### src/include/t2rt_regs.svh
`ifndef T2RT_REGS_SVH
`define T2RT_REGS_SVH

// -----------------------------------------------------------------------------
// instruction opcodes, 10-bit words
// -----------------------------------------------------------------------------
`define T2RT_OP_LOAD_TIMER_AND_LOW_RELOAD 10'h231
`define T2RT_OP_LOAD_HIGH_RELOAD          10'h294
`define T2RT_OP_COPY_LOW_RELOAD_TO_TIMER  10'h295
`define T2RT_OP_COPY_B_TO_ACC             10'h01E

// -----------------------------------------------------------------------------
// field positions inside the 8-bit timer words
// -----------------------------------------------------------------------------
`define T2RT_HI_MSB 7
`define T2RT_HI_LSB 4
`define T2RT_LO_MSB 3
`define T2RT_LO_LSB 0

// -----------------------------------------------------------------------------
// reset values and timing
// -----------------------------------------------------------------------------
`define T2RT_TIMER_RST       8'h00
`define T2RT_RELOAD_RST      8'h00
`define T2RT_NIBBLE_RST      4'h0
`define T2RT_EXEC_CYCLES     1

`endif

### src/include/t2rt_pkg.sv
// -----------------------------------------------------------------------------
// shared types
// -----------------------------------------------------------------------------
package t2rt_pkg;

  typedef logic [9:0] t2rt_opcode_t;   // one instruction word
  typedef logic [3:0] t2rt_nibble_t;   // accumulator or register b
  typedef logic [7:0] t2rt_byte_t;     // timer count or reload word

  // decoded command of the current instruction word
  typedef enum logic [2:0] {
    T2RT_CMD_NONE,
    T2RT_CMD_LOAD_TIMER_AND_LOW_RELOAD,
    T2RT_CMD_LOAD_HIGH_RELOAD,
    T2RT_CMD_COPY_LOW_RELOAD_TO_TIMER,
    T2RT_CMD_COPY_B_TO_ACC
  } t2rt_cmd_t;

endpackage : t2rt_pkg

### src/include/t2rt_dec_if.sv
`timescale 1ns/1ns
`default_nettype none

// -----------------------------------------------------------------------------
// link between the executor and its opcode decoder
// -----------------------------------------------------------------------------
interface t2rt_dec_if;
  import t2rt_pkg::*;

  logic         valid;   // instruction word present this cycle
  t2rt_opcode_t opcode;  // the word itself
  t2rt_cmd_t    cmd;     // decoded command, none when not ours

  modport dec (input valid, input opcode, output cmd);
  modport exe (output valid, output opcode, input cmd);
endinterface : t2rt_dec_if

`default_nettype wire

### src/verilog/t2rt_top.sv
`timescale 1ns/1ns
`default_nettype none
`include "t2rt_regs.svh"

module t2rt_top
  import t2rt_pkg::*;
(
  input  wire logic       i_core_clk,            // cpu system clock, 50 MHz
  input  wire logic       i_nrst,                // synchronous reset, active low
  input  wire logic       i_instr_valid,         // an instruction executes this cycle
  input  wire logic [9:0] i_instr,               // the instruction word
  input  wire logic [3:0] i_acc,                 // current accumulator a
  input  wire logic [3:0] i_reg_b,               // current register b
  input  wire logic       i_timer_cnt_we,        // timer logic updates the count
  input  wire logic [7:0] i_timer_cnt_wdata,     // count value from timer logic
  output logic      [7:0] o_timer_cnt,           // timer 2 count
  output logic      [7:0] o_timer_low_reload_reg,  // low reload word
  output logic      [7:0] o_timer_high_reload_reg, // high reload word
  output logic            o_acc_we,              // accumulator write strobe
  output logic      [3:0] o_acc_wdata,           // accumulator write value
  output logic            o_carry_flag_we,       // carry flag write strobe
  output logic            o_skip_next,           // skip request for next word
  output logic            o_done                 // one of our four executed
);

  // ---------------------------------------------------------------------------
  // decoder
  // ---------------------------------------------------------------------------
  t2rt_dec_if dec_bus ();                        // executor to decoder link

  assign dec_bus.valid  = i_instr_valid;
  assign dec_bus.opcode = i_instr;

  t2rt_decode u_decode (
    .bus (dec_bus.dec)
  );

  t2rt_cmd_t cmd;                                // decoded command this cycle
  assign cmd = dec_bus.cmd;

  // ---------------------------------------------------------------------------
  // state
  // ---------------------------------------------------------------------------
  t2rt_byte_t   timer_q,   timer_d;              // timer 2 count
  t2rt_byte_t   low_q,     low_d;                // low reload word
  t2rt_byte_t   high_q,    high_d;               // high reload word
  logic         acc_we_q,  acc_we_d;             // accumulator strobe
  t2rt_nibble_t acc_q,     acc_d;                // accumulator data
  logic         carry_q,   carry_d;              // carry write strobe
  logic         skip_q,    skip_d;               // skip request
  logic         done_q,    done_d;               // executed marker
  t2rt_byte_t   ba_word;                         // b in the high, a in the low

  assign ba_word = {i_reg_b, i_acc};

  // ---------------------------------------------------------------------------
  // next-state logic
  // ---------------------------------------------------------------------------
  // every command finishes in a single edge, so there is no sequencer;
  // an instruction write beats a same-cycle count update from the timer,
  // because software that reloads the timer expects its value to stick
  always_comb begin
    timer_d  = timer_q;
    low_d    = low_q;
    high_d   = high_q;
    acc_we_d = 1'b0;                             // strobe lasts one cycle
    acc_d    = acc_q;
    carry_d  = 1'b0;
    skip_d   = 1'b0;
    done_d   = 1'b0;
    if (i_timer_cnt_we) begin
      timer_d = i_timer_cnt_wdata;               // counting done elsewhere
    end
    case (cmd)
      T2RT_CMD_LOAD_TIMER_AND_LOW_RELOAD: begin
        timer_d[`T2RT_HI_MSB:`T2RT_HI_LSB] = i_reg_b;
        timer_d[`T2RT_LO_MSB:`T2RT_LO_LSB] = i_acc;
        low_d                              = ba_word;
        done_d                             = 1'b1;
      end
      T2RT_CMD_LOAD_HIGH_RELOAD: begin
        high_d = ba_word;
        done_d = 1'b1;
      end
      T2RT_CMD_COPY_LOW_RELOAD_TO_TIMER: begin
        timer_d = low_q;
        done_d  = 1'b1;
      end
      T2RT_CMD_COPY_B_TO_ACC: begin
        acc_we_d = 1'b1;
        acc_d    = i_reg_b;
        done_d   = 1'b1;
      end
      default: begin
        done_d = 1'b0;                           // not one of ours
      end
    endcase
  end

  // ---------------------------------------------------------------------------
  // registers
  // ---------------------------------------------------------------------------
  always_ff @(posedge i_core_clk) begin
    if (!i_nrst) begin
      timer_q  <= `T2RT_TIMER_RST;
      low_q    <= `T2RT_RELOAD_RST;
      high_q   <= `T2RT_RELOAD_RST;
      acc_we_q <= 1'b0;
      acc_q    <= `T2RT_NIBBLE_RST;
      carry_q  <= 1'b0;
      skip_q   <= 1'b0;
      done_q   <= 1'b0;
    end else begin
      timer_q  <= timer_d;
      low_q    <= low_d;
      high_q   <= high_d;
      acc_we_q <= acc_we_d;
      acc_q    <= acc_d;
      carry_q  <= carry_d;
      skip_q   <= skip_d;
      done_q   <= done_d;
    end
  end

  // ---------------------------------------------------------------------------
  // outputs, all straight from flops
  // ---------------------------------------------------------------------------
  assign o_timer_cnt             = timer_q;
  assign o_timer_low_reload_reg  = low_q;
  assign o_timer_high_reload_reg = high_q;
  assign o_acc_we                = acc_we_q;
  assign o_acc_wdata             = acc_q;
  assign o_carry_flag_we         = carry_q;
  assign o_skip_next             = skip_q;
  assign o_done                  = done_q;

  // ---------------------------------------------------------------------------
  // checks
  // ---------------------------------------------------------------------------
  // combined load lands both words one edge later
  a_combined_load_words: assert property (
    @(posedge i_core_clk) disable iff (!i_nrst)
    (cmd == T2RT_CMD_LOAD_TIMER_AND_LOW_RELOAD)
    |=> (o_timer_cnt == $past(ba_word)) && (o_timer_low_reload_reg == $past(ba_word))
  ) else $error("combined load did not write timer and low reload");

  // combined load leaves the high word alone
  a_combined_keeps_high: assert property (
    @(posedge i_core_clk) disable iff (!i_nrst)
    (cmd == T2RT_CMD_LOAD_TIMER_AND_LOW_RELOAD) |=> $stable(o_timer_high_reload_reg)
  ) else $error("combined load disturbed the high reload word");

  // high load touches only the high word
  a_high_load_only: assert property (
    @(posedge i_core_clk) disable iff (!i_nrst)
    (cmd == T2RT_CMD_LOAD_HIGH_RELOAD) && !i_timer_cnt_we
    |=> (o_timer_high_reload_reg == $past(ba_word)) && $stable(o_timer_cnt)
        && $stable(o_timer_low_reload_reg)
  ) else $error("high reload load wrong or touched other words");

  // copy moves the whole low word into the count
  a_copy_low_timer: assert property (
    @(posedge i_core_clk) disable iff (!i_nrst)
    (cmd == T2RT_CMD_COPY_LOW_RELOAD_TO_TIMER)
    |=> (o_timer_cnt == $past(o_timer_low_reload_reg)) && $stable(o_timer_low_reload_reg)
  ) else $error("low reload word not copied into timer");

  // accumulator gets b, as a single strobe
  a_b_to_acc_write: assert property (
    @(posedge i_core_clk) disable iff (!i_nrst)
    (cmd == T2RT_CMD_COPY_B_TO_ACC)
    |=> o_acc_we && (o_acc_wdata == $past(i_reg_b))
  ) else $error("accumulator not loaded from b");

  // no strobe without the command
  a_acc_strobe_cause: assert property (
    @(posedge i_core_clk) disable iff (!i_nrst)
    o_acc_we |-> ($past(cmd) == T2RT_CMD_COPY_B_TO_ACC)
  ) else $error("accumulator strobe without its instruction");

  // carry and skip stay quiet whatever runs
  a_no_carry_skip: assert property (
    @(posedge i_core_clk) disable iff (!i_nrst)
    !o_carry_flag_we && !o_skip_next
  ) else $error("carry or skip raised by a transfer");

  // done follows each of our four opcodes, one edge later
  a_done_from_opcode: assert property (
    @(posedge i_core_clk) disable iff (!i_nrst)
    i_instr_valid && ((i_instr == `T2RT_OP_LOAD_TIMER_AND_LOW_RELOAD)
      || (i_instr == `T2RT_OP_LOAD_HIGH_RELOAD)
      || (i_instr == `T2RT_OP_COPY_LOW_RELOAD_TO_TIMER)
      || (i_instr == `T2RT_OP_COPY_B_TO_ACC)) |=> o_done
  ) else $error("recognised opcode did not complete in one cycle");

  // a cycle with no valid word never completes
  a_done_needs_valid: assert property (
    @(posedge i_core_clk) disable iff (!i_nrst)
    !i_instr_valid |=> !o_done
  ) else $error("completion without an instruction");

  // a valid word that is not one of ours moves nothing and raises nothing;
  // compared against the raw word so a decoder alias cannot hide here
  a_foreign_word_idle: assert property (
    @(posedge i_core_clk) disable iff (!i_nrst)
    i_instr_valid && !i_timer_cnt_we
      && (i_instr != `T2RT_OP_LOAD_TIMER_AND_LOW_RELOAD)
      && (i_instr != `T2RT_OP_LOAD_HIGH_RELOAD)
      && (i_instr != `T2RT_OP_COPY_LOW_RELOAD_TO_TIMER)
      && (i_instr != `T2RT_OP_COPY_B_TO_ACC)
    |=> !o_done && !o_acc_we && $stable(o_timer_cnt)
        && $stable(o_timer_low_reload_reg) && $stable(o_timer_high_reload_reg)
  ) else $error("foreign instruction word changed block state");

  // copying b to the accumulator leaves every timer word where it was
  a_b_to_acc_keeps_words: assert property (
    @(posedge i_core_clk) disable iff (!i_nrst)
    (cmd == T2RT_CMD_COPY_B_TO_ACC) && !i_timer_cnt_we
    |=> $stable(o_timer_cnt) && $stable(o_timer_low_reload_reg)
        && $stable(o_timer_high_reload_reg)
  ) else $error("b to accumulator copy disturbed a timer word");

endmodule : t2rt_top

`default_nettype wire

### src/verilog/t2rt_decode.sv
`timescale 1ns/1ns
`default_nettype none
`include "t2rt_regs.svh"

// -----------------------------------------------------------------------------
// opcode decoder: exact match on all ten bits
// -----------------------------------------------------------------------------
module t2rt_decode
  import t2rt_pkg::*;
(
  t2rt_dec_if.dec bus    // opcode in, command out
);

  // full-width compare so no partial pattern aliases another instruction
  always_comb begin
    bus.cmd = T2RT_CMD_NONE;
    if (bus.valid) begin
      case (bus.opcode)
        `T2RT_OP_LOAD_TIMER_AND_LOW_RELOAD: begin
          bus.cmd = T2RT_CMD_LOAD_TIMER_AND_LOW_RELOAD;
        end
        `T2RT_OP_LOAD_HIGH_RELOAD: begin
          bus.cmd = T2RT_CMD_LOAD_HIGH_RELOAD;
        end
        `T2RT_OP_COPY_LOW_RELOAD_TO_TIMER: begin
          bus.cmd = T2RT_CMD_COPY_LOW_RELOAD_TO_TIMER;
        end
        `T2RT_OP_COPY_B_TO_ACC: begin
          bus.cmd = T2RT_CMD_COPY_B_TO_ACC;
        end
        default: begin
          bus.cmd = T2RT_CMD_NONE;   // some other instruction
        end
      endcase
    end
  end

endmodule : t2rt_decode

`default_nettype wire

### config.mk
export PLATFORM = sky130hd
export DESIGN_NAME = t2rt_top
export DESIGN_NICKNAME = d
export VERILOG_FILES = /design/src/include/t2rt_pkg.sv /design/src/include/t2rt_dec_if.sv /design/src/verilog/t2rt_top.sv /design/src/verilog/t2rt_decode.sv
export VERILOG_INCLUDE_DIRS = /design/src /design/src/include
export SDC_FILE = /design/constraint.sdc
export NUM_CORES = 1
export LEC_CHECK = 0
export ABC_AREA = 1
export BUFFER_PORTS_ARGS = -buffer_cell sky130_fd_sc_hd__buf_4
export CAP_MARGIN = 20
export CORE_MARGIN = 10
export CORE_UTILIZATION = 42
export DETAILED_ROUTE_END_ITERATION = 7
export HOLD_SLACK_MARGIN = 0.06
export PLACE_DENSITY = 0.84
export SETUP_SLACK_MARGIN = 0.15
export SYNTH_ARGS = -nofsm -noshare
export SYNTH_HDL_FRONTEND = slang
export SYNTH_SLANG_ARGS = --single-unit
### constraint.sdc
create_clock -name i_core_clk -period 1 [get_ports i_core_clk]
set_input_delay 0.05 -clock i_core_clk [delete_from_list [all_inputs] [get_ports i_core_clk]]
set_output_delay 0.05 -clock i_core_clk [all_outputs]
set_load 0.005 [all_outputs]
==> metrics, run 1 <==
status=completed; Yosys top cell by area=dfxtp_1; worst r2r src=o_timer_low_reload_reg[6]; YS warnings=0; Hold Vio Cnt, Final=0; Syn Inst Count=198; crit path cell chain=buf_12, inv_12, nand2_8, nor3_4, buf_4, nand2_8, buf_12, o21ai_1, nand3_1, nand2_1, inv_1; CP arrival=1.17 ns; CP max stage delay=0.19 ns; full die area=6170 sq um; Synth top cells by count=dfxtp_1, nand2_1, inv_1, nor2_1, nand4_1; Avg Inst Size Synth=7.27 sq um; startpoint types=primary input; slowest cell on the critical path=nor3_4; register area=634 sq um; clk root buf=clkbuf_4; CTS H-tree depth=2; initial antenna violation count=1; GP Congestion=0.826; Mapped Area=1440 sq um; largest net degree at the start of global routing=17; reg2reg setup slack=0.15 ns; Clk pin slew, worst setup/hold paths=0.09 ns; DRC viols=0; Hold Path Origin=i_nrst; area used by multi-input combinational logic=764 sq um; Critical R2R Capture=o_timer_cnt[6]; die width=78.6 um; worst hold endpoint=o_timer_cnt[5]; initial core utilization=0.432; Fin Hold WS=0.0734 ns; Synth Flop Type=dfxtp_1; Area Overhead vs Synth=83.1%; placed wire-length estimate=3420 um; CP bufs+invs=5; drt first pass iters=4; cts bufs inserted=5; TritonCTS clock tree=done; top cell type's share of synthesized area=0.417; row cnt=21; first-pass GRT wire length=7740 um; die height=78.6 um; Critical Path Fanout Max=8; mean routed wirelength per cell=16.7 um; CP required=1.24 ns; maximum vdd ir drop=726 uV; Clock Path Buffers=2; crit end category=flip-flop; Clock Latency Late Sink=0.33 ns; skew final=0.00372 ns; final core utilization=0.790; drt via density=5.32; Final setup violation count=0; number of synthesized register bits=30; RSZ-0062 raised after global routing=yes; WL final=5760 um; kind of critical path=in -> reg; Tmin final=0.931 ns; r2r worst-path depth=5; Post-synth ARST share=0; Tcrit/Tclk final=0.931; Ports=62; GRT Total Usage=0.154; worst min-delay path class=in -> reg; PortBufs=59; initial DRC count=178; Post-synth EDFFs=0; clk sinks=30; post-synthesis sequential area ratio=0.417; Layout Nets=327; final count of pins violating max slew=0; largest cells by area after synthesis=dfxtp_1, nand2_1, nand4_1; via count=1836; Netlist cell types=24; Fmax=1070 MHz; CP top delay family=buffers and inverters; Core Footprint=3340 sq um; Pwr Density=918 nW/um^2; Layout fillers=203; number of global-route vias before repair=1701; layout cell share with drive strength beyond 1=0.483; P_leak=1.23 nW; GR Overflow Total=0; Max Cap Violations=0; Hold Crit Depth=5; post-route ant nets=0
==> cell usage in the layout (no fill, tap or decap), drive strengths merged <==
cell type / Yosys / routed
a211oi: 4 / 4
conb: 1 / 2
nand3: 10 / 10
a31oi: 1 / 1
nor2: 18 / 18
diode: 0 / 1
o21ai: 8 / 8
a21oi: 16 / 16
nand3b: 10 / 10
dlygate4sd3: 0 / 16
nand4: 17 / 17
nand2: 34 / 34
dfxtp: 30 / 30
clkbuf: 3 / 9
inv: 23 / 25
clkinv: 4 / 3
nor3: 10 / 10
buf: 9 / 85
==> metrics by stage <==
stage	setup TNS (ns)	setup WS [ns]	total power, mW	instances	cell area, sq um
after global routing	0	0.000843	2.50	345	2640
after floorplan	-0.381	-0.0424	1.39	199	1480
after CTS	0	0.150	2.35	336	2340
after detailed placement	-4.22	-0.225	1.56	307	2040
final	0	0.0685	2.42	345	2640
after global placement	-3.54	-0.183	1.56	307	2040
==> final cells by class <==
cell class	instances	area share
inverter	27	0.0432
clock buffer	7	0.0209
tap	46	0.0218
sequential	30	0.241
antenna	1	0.000949
clock inverter	1	0.00190
timing repair buffer	103	0.381
multi-input combinational	130	0.290
==> timing repair <==
action / 4_1_cts / 5_1_grt
setup buffers: 6 / 4
gates cloned: 0 / 3
endpoints found under the setup margin: 22 / 49
hold buffers: 15 / 1
resized for setup: 24 / 57
pin swaps: 4 / 19
hold endpoints to repair: 22 / 1
==> worst max-delay path by stage <==
stage | slack, ns | depth (start not counted) | start | endpoint
3_3_place_gp | -0.18 | 12 | i_instr[5] | o_timer_cnt[3]
3_5_place_dp | -0.23 | 9 | i_instr[1] | o_timer_cnt[3]
5_1_grt | 0.0008 | 10 | i_instr[8] | o_timer_cnt[3]
2_1_floorplan | -0.04 | 9 | i_instr[1] | o_timer_cnt[4]
4_1_cts | 0.15 | 1 | o_timer_high_reload_reg[3] | o_timer_high_reload_reg[3]
6_report | 0.07 | 11 | i_instr[1] | o_timer_cnt[6]
==> power by group <==
group / internal (mW) / switching [mW] / leakage (nW) / total [mW]
Sequential: 1.22 / 0.0159 / 0.256 / 1.24
Combinational: 0.236 / 0.185 / 0.943 / 0.420
Clock: 0.340 / 0.423 / 0.0353 / 0.763
Total: 1.80 / 0.623 / 1.23 / 2.42
==> per-layer routing <==
layer | up-vias | wire (um) | part of all wire | track usage
li1 | 857 | - | - | -
met1 | 842 | 2120 | 0.37 | 0.158
met2 | 109 | 2940 | 0.51 | 0.272
met3 | 28 | 479 | 0.083 | 0.0626
met4 | 0 | 210 | 0.036 | 0.0591
met5 | - | 0 | 0 | 0
==> tightest hold or removal path, cell delays in order <==
cell	delay, ns
buf_4	0.14
nand2_1	0.07
clkinv_1	0.04
nand2_1	0.04
inv_1	0.04
==> cell families after synthesis <==
logic type | share of synthesized area
buffers and inverters | 0.122
flip-flops | 0.417
AND/OR/NAND/NOR | 0.349
other | 0.00260
AO/OA/AOI/OAI | 0.109
(Power assumes the default switching activity.)
==> run 2: changes to the inputs <==
- CORE_MARGIN: 10 -> default
==> metrics, run 2 (synthesized netlist as in run 1, its figures left out) <==
status=finished with violations; failing checks=setup timing; die width=60.6 um (-23%); Core Footprint=3150 sq um (-5.5%); drt via density=6.00 (+13%); Clock Path Buffers=2 (unchanged); cts bufs inserted=5 (unchanged); clk root buf=clkbuf_4; Placed Area=2030 sq um (-0.61%); met2 wire length=3520 um (+19%); first-pass GRT wire length=7290 um (-5.9%); die height=60.6 um (-23%); RSZ-0062 raised after global routing=yes; initial core utilization=0.457 (+0.0252); GRT Total Usage=0.273 (+0.119); drt first pass iters=5 (+1); WL final=6970 um (+21%); row cnt=20 (-4.8%); r2r worst-path depth=4 (-1); Fmax=977 MHz (-9.0%); final worst slack=-0.0237 ns (-0.0922 ns); setup tns final=-0.0237 ns (-0.0237 ns); final count of pins violating max slew=0 (unchanged); Fin Hold WS=0.0759 ns (+0.00252 ns); met1 wire length=2340 um (+10%); Tmin final=1.02 ns (+0.0922 ns); placed wire-length estimate=2810 um (-18%); Clock Latency Late Sink=0.36 ns (+0.03 ns); Max Cap Violations=0 (unchanged); GP Congestion=0.769 (-6.9%); crit end category=flip-flop; clk sinks=30 (unchanged); skew final=0.00102 ns (-0.00270 ns); commonest non-fill, non-tap cell in the layout=buf_4; initial antenna violation count=0 (-1); number of global-route vias before repair=1659 (-2.5%); via count=2063 (+12%); PortBufs=59 (unchanged); DRC viols=0 (unchanged); initial DRC count=224 (+26%); Area Overhead vs Synth=95.7%; mean routed wirelength per cell=20.3 um (+21%); Critical Path Fanout Max=8 (unchanged); kind of critical path=in -> reg; CP arrival=1.32 ns (+0.15 ns); final core utilization=0.894 (+0.104); GR Overflow Total=0 (unchanged); Tcrit/Tclk final=1.02 (+0.0922); Final setup violation count=1 (+1); Hold Vio Cnt, Final=0 (unchanged); CP required=1.30 ns (+0.06 ns); Hold Crit Depth=5 (unchanged); startpoint types=primary input; Ports=62 (unchanged); layout cell share with drive strength beyond 1=0.510 (+0.0268); P_leak=1.32 nW (+6.6%); DR top layer=met4; full die area=3670 sq um (-41%); Clk pin slew, worst setup/hold paths=0.10 ns (about the same); met3 wire length=722 um (+51%); worst min-delay path class=in -> reg; CTS H-tree depth=2 (unchanged); maximum vdd ir drop=988 uV (+36%); most frequent cells in the layout=buf_4, buf_6, dfxtp_2; post-route cell area=2820 sq um (+6.9%); TritonCTS clock tree=done; Layout Nets=331 (+1.2%); Antenna diodes=0 (-1); largest net degree at the start of global routing=17 (unchanged); Pwr Density=869 nW/um^2 (-5.2%); post-route ant nets=0 (unchanged); Overall Power=2.45 mW (+1.3%)
## run 2: cell count changes in the layout (fill, tap and decap cells not counted), moves of 3 or more
cell,delta
buf_4,-5
o21ai_1,+3
nand2_4,+4
buf_6,+5
a21oi_1,-5
a21oi_4,+4
nor2_4,+4
nor2_1,-4
## run 2: path summary, 6_finish.rpt
path	start	end	slack, ns
max	i_instr[7]	o_timer_cnt[5]	-0.02
min	i_nrst	o_timer_cnt[2]	0.08
max reg2reg	o_timer_low_reload_reg[6]	o_timer_low_reload_reg[6]	0.05
min reg2reg	o_acc_wdata[3]	o_acc_wdata[3]	0.48
## run 2: where the power goes
part / total [mW] / internal, mW / switching (mW)
clock: 0.742 / 0.316 / 0.426
combinational: 0.473 / 0.255 / 0.218
sequential: 1.24 / 1.22 / 0.0169
## run 2: timing repair
action	CTS	global route
pin swaps	2	32
cloned	1	4
setup buffers	7	7
resized for setup	23	86
endpoints found under the setup margin	35	53
endpoints found under the hold margin	28	0
hold buffers	17	0
## run 2: critical path, stage by stage
cell	delay, ns
buf_4	0.13
nor2_4	0.07
nand3b_1	0.21
nand2_8	0.21
clkbuf_16	0.18
nand4_1	0.14
nand3_1	0.16
nand2_1	0.10
inv_1	0.07
## run 2: routing by layer
metal,vias up,global-route usage
li1,869,-
met1,956,0.305
met2,191,0.469
met3,47,0.0896
met4,0,0.127
met5,-,0
## run 2: metrics by stage
| step | std cells | setup slack, ns |
|---|---|---|
| 5_1_grt | 344 | -0.0618 |
| 4_1_cts | 333 | 0.151 |
| 6_report | 344 | -0.0237 |
| 3_3_place_gp | 302 | -0.216 |
| 3_5_place_dp | 302 | -0.256 |
| 2_1_floorplan | 199 | -0.0424 |
## run 2: cell type report
cell class                 instances  area (sq um)
multi-input combinational        132           877
fill                             136           335
tap                               44          55.1
clock buffer                       6          51.3
sequential                        30           638
inverter                          27           116
timing repair buffer             105          1080
==> run 3: changes to the inputs <==
- REMOVE_ABC_BUFFERS: default -> 1
==> metrics, run 3 (synthesized netlist as in run 1, its figures left out) <==
maximum vdd ir drop=857 uV (-13%); via count=1926 (-6.6%); Clk pin slew, worst setup/hold paths=0.10 ns (about the same); final cell count without fillers=347 (+0.87%); crit end category=flip-flop; die width=60.6 um (unchanged); register area=633 sq um (-0.78%); WL final=5990 um (-14%); worst min-delay path class=in -> reg; dpl cells=303 (+0.33%); Pwr Density=901 nW/um^2 (+3.6%); drt first pass iters=7 (+2); TritonCTS clock tree=done; layout cell share with drive strength beyond 1=0.488 (-0.0216); initial core utilization=0.457 (unchanged); number of global-route vias before repair=1691 (+1.9%); RSZ-0062 raised after global routing=yes; Antenna diodes=0 (unchanged); GRT Total Usage=0.273 (+0.000364); drt via density=5.55 (-7.4%); Clock Path Buffers=2 (unchanged); Critical Path Fanout Max=15 (+7); most frequent cells in the layout=buf_4, nand2_1, buf_6; worst r2r src=o_timer_low_reload_reg[6]; Fmax=978 MHz (+0.16%); final worst slack=-0.0221 ns (+0.00160 ns); first-pass GRT wire length=7380 um (+1.2%); startpoint types=primary input; clk sinks=30 (unchanged); Core Footprint=3150 sq um (unchanged); GP Congestion=0.779 (+1.3%); row cnt=20 (unchanged); commonest non-fill, non-tap cell in the layout=buf_4; Clock Latency Late Sink=0.32 ns (-0.04 ns); final count of pins violating max slew=0 (unchanged); status=finished with violations; cts bufs inserted=5 (unchanged); skew final=0.00607 ns (+0.00505 ns); full die area=3670 sq um (unchanged); final core utilization=0.853 (-0.0405); Area Overhead vs Synth=86.8%; Ports=62 (unchanged); GR Overflow Total=0 (unchanged); Max Cap Violations=0 (unchanged); Final setup violation count=2 (+1); Tmin final=1.02 ns (-0.00160 ns); area used by multi-input combinational logic=805 sq um (-8.3%); largest net degree at the start of global routing=23 (+6); initial antenna violation count=0 (unchanged); initial DRC count=237 (+5.8%); mean routed wirelength per cell=17.2 um (-15%); Tcrit/Tclk final=1.02 (-0.00160); placed wire-length estimate=2720 um (-3.2%); CP required=1.26 ns (-0.04 ns); P_leak=1.25 nW (-4.7%); Crit. Startpoint=i_instr[5]; Layout Nets=332 (+0.30%); Hold Path Origin=i_timer_cnt_wdata[2]; Hold Vio Cnt, Final=0 (unchanged); CTS H-tree depth=2 (unchanged); kind of critical path=in -> reg; PortBufs=59 (unchanged); post-route ant nets=0 (unchanged); die height=60.6 um (unchanged); clk root buf=clkbuf_4; Layout fillers=164 (+21%); CP arrival=1.28 ns (-0.04 ns); failing checks=setup timing; DRC viols=0 (unchanged)
## run 3: cell types whose count changed in the layout (fill, tap and decap cells not counted), sizes merged
cell,change
clkbuf,-2
buf,+5
dlymetal6s4s,-1
clkinv,+2
inv,-1
## run 3: repair_timing
item / in CTS / in global routing
pin swaps: 4 / 21
cloned: 1 / 1
setup endpoints to repair: 23 / 53
hold buffers: 16 / 0
gates resized for setup: 21 / 65
endpoints found under the hold margin: 22 / 0
setup buffers: 7 / 11
## run 3: area by class of cell
cell class	count	share of cell area
clock buffer	7	0.0205
clock inverter	1	0.00186
inverter	27	0.0391
multi-input combinational	132	0.299
sequential	30	0.235
tap	44	0.0205
timing repair buffer	106	0.384
## run 3: worst max-delay path, stage by stage
cell and delay [ns]:
buf_6 0.09, inv_2 0.04, nand2_2 0.06, nor2_4 0.20
nand2_4 0.10, nand2_8 0.13, buf_12 0.15, nand4_1 0.18
nand3_1 0.13, nand2_1 0.07, inv_1 0.06
## run 3: report_power, final
| part | leakage, nW | switching (mW) | internal (mW) |
|---|---|---|---|
| Sequential | 0.256 | 0.0133 | 1.22 |
| Clock | 0.0353 | 0.418 | 0.341 |
| Combinational | 0.963 | 0.194 | 0.238 |
| Total | 1.25 | 0.625 | 1.80 |
## run 3: path summary, 6_finish.rpt
check / to / slack [ns] / depth (start not counted)
worst max-delay path: o_timer_cnt[6] / -0.02 / 11
worst min-delay path: o_timer_cnt[2] / 0.08 / 5
worst max register to register: o_timer_cnt[6] / 0.13 / 5
worst min register to register: o_acc_wdata[1] / 0.47 / 2
## run 3: per-stage QoR
step	hold slack, ns	cell area (sq um)	setup WS [ns]	total power [mW]	setup TNS [ns]
after floorplan	0.223	1370	-0.310	1.37	-6.03
after global placement	0.363	1990	-0.191	1.54	-4.06
after detailed placement	0.365	1990	-0.244	1.55	-5.10
after CTS	0.0603	2340	0.134	2.35	0
after global routing	0.111	2690	-0.0316	2.54	-0.0613
final	0.0809	2690	-0.0221	2.42	-0.0334
## run 3: per-layer routing
layer  routed length, um  GRT usage  vias to the layer above
met1                2260      0.309                      877
met2                2960      0.480                      145
met4                 292      0.123                        0
li1                    -          -                      871
met5                   0          0                        -
met3                 476     0.0725                       33
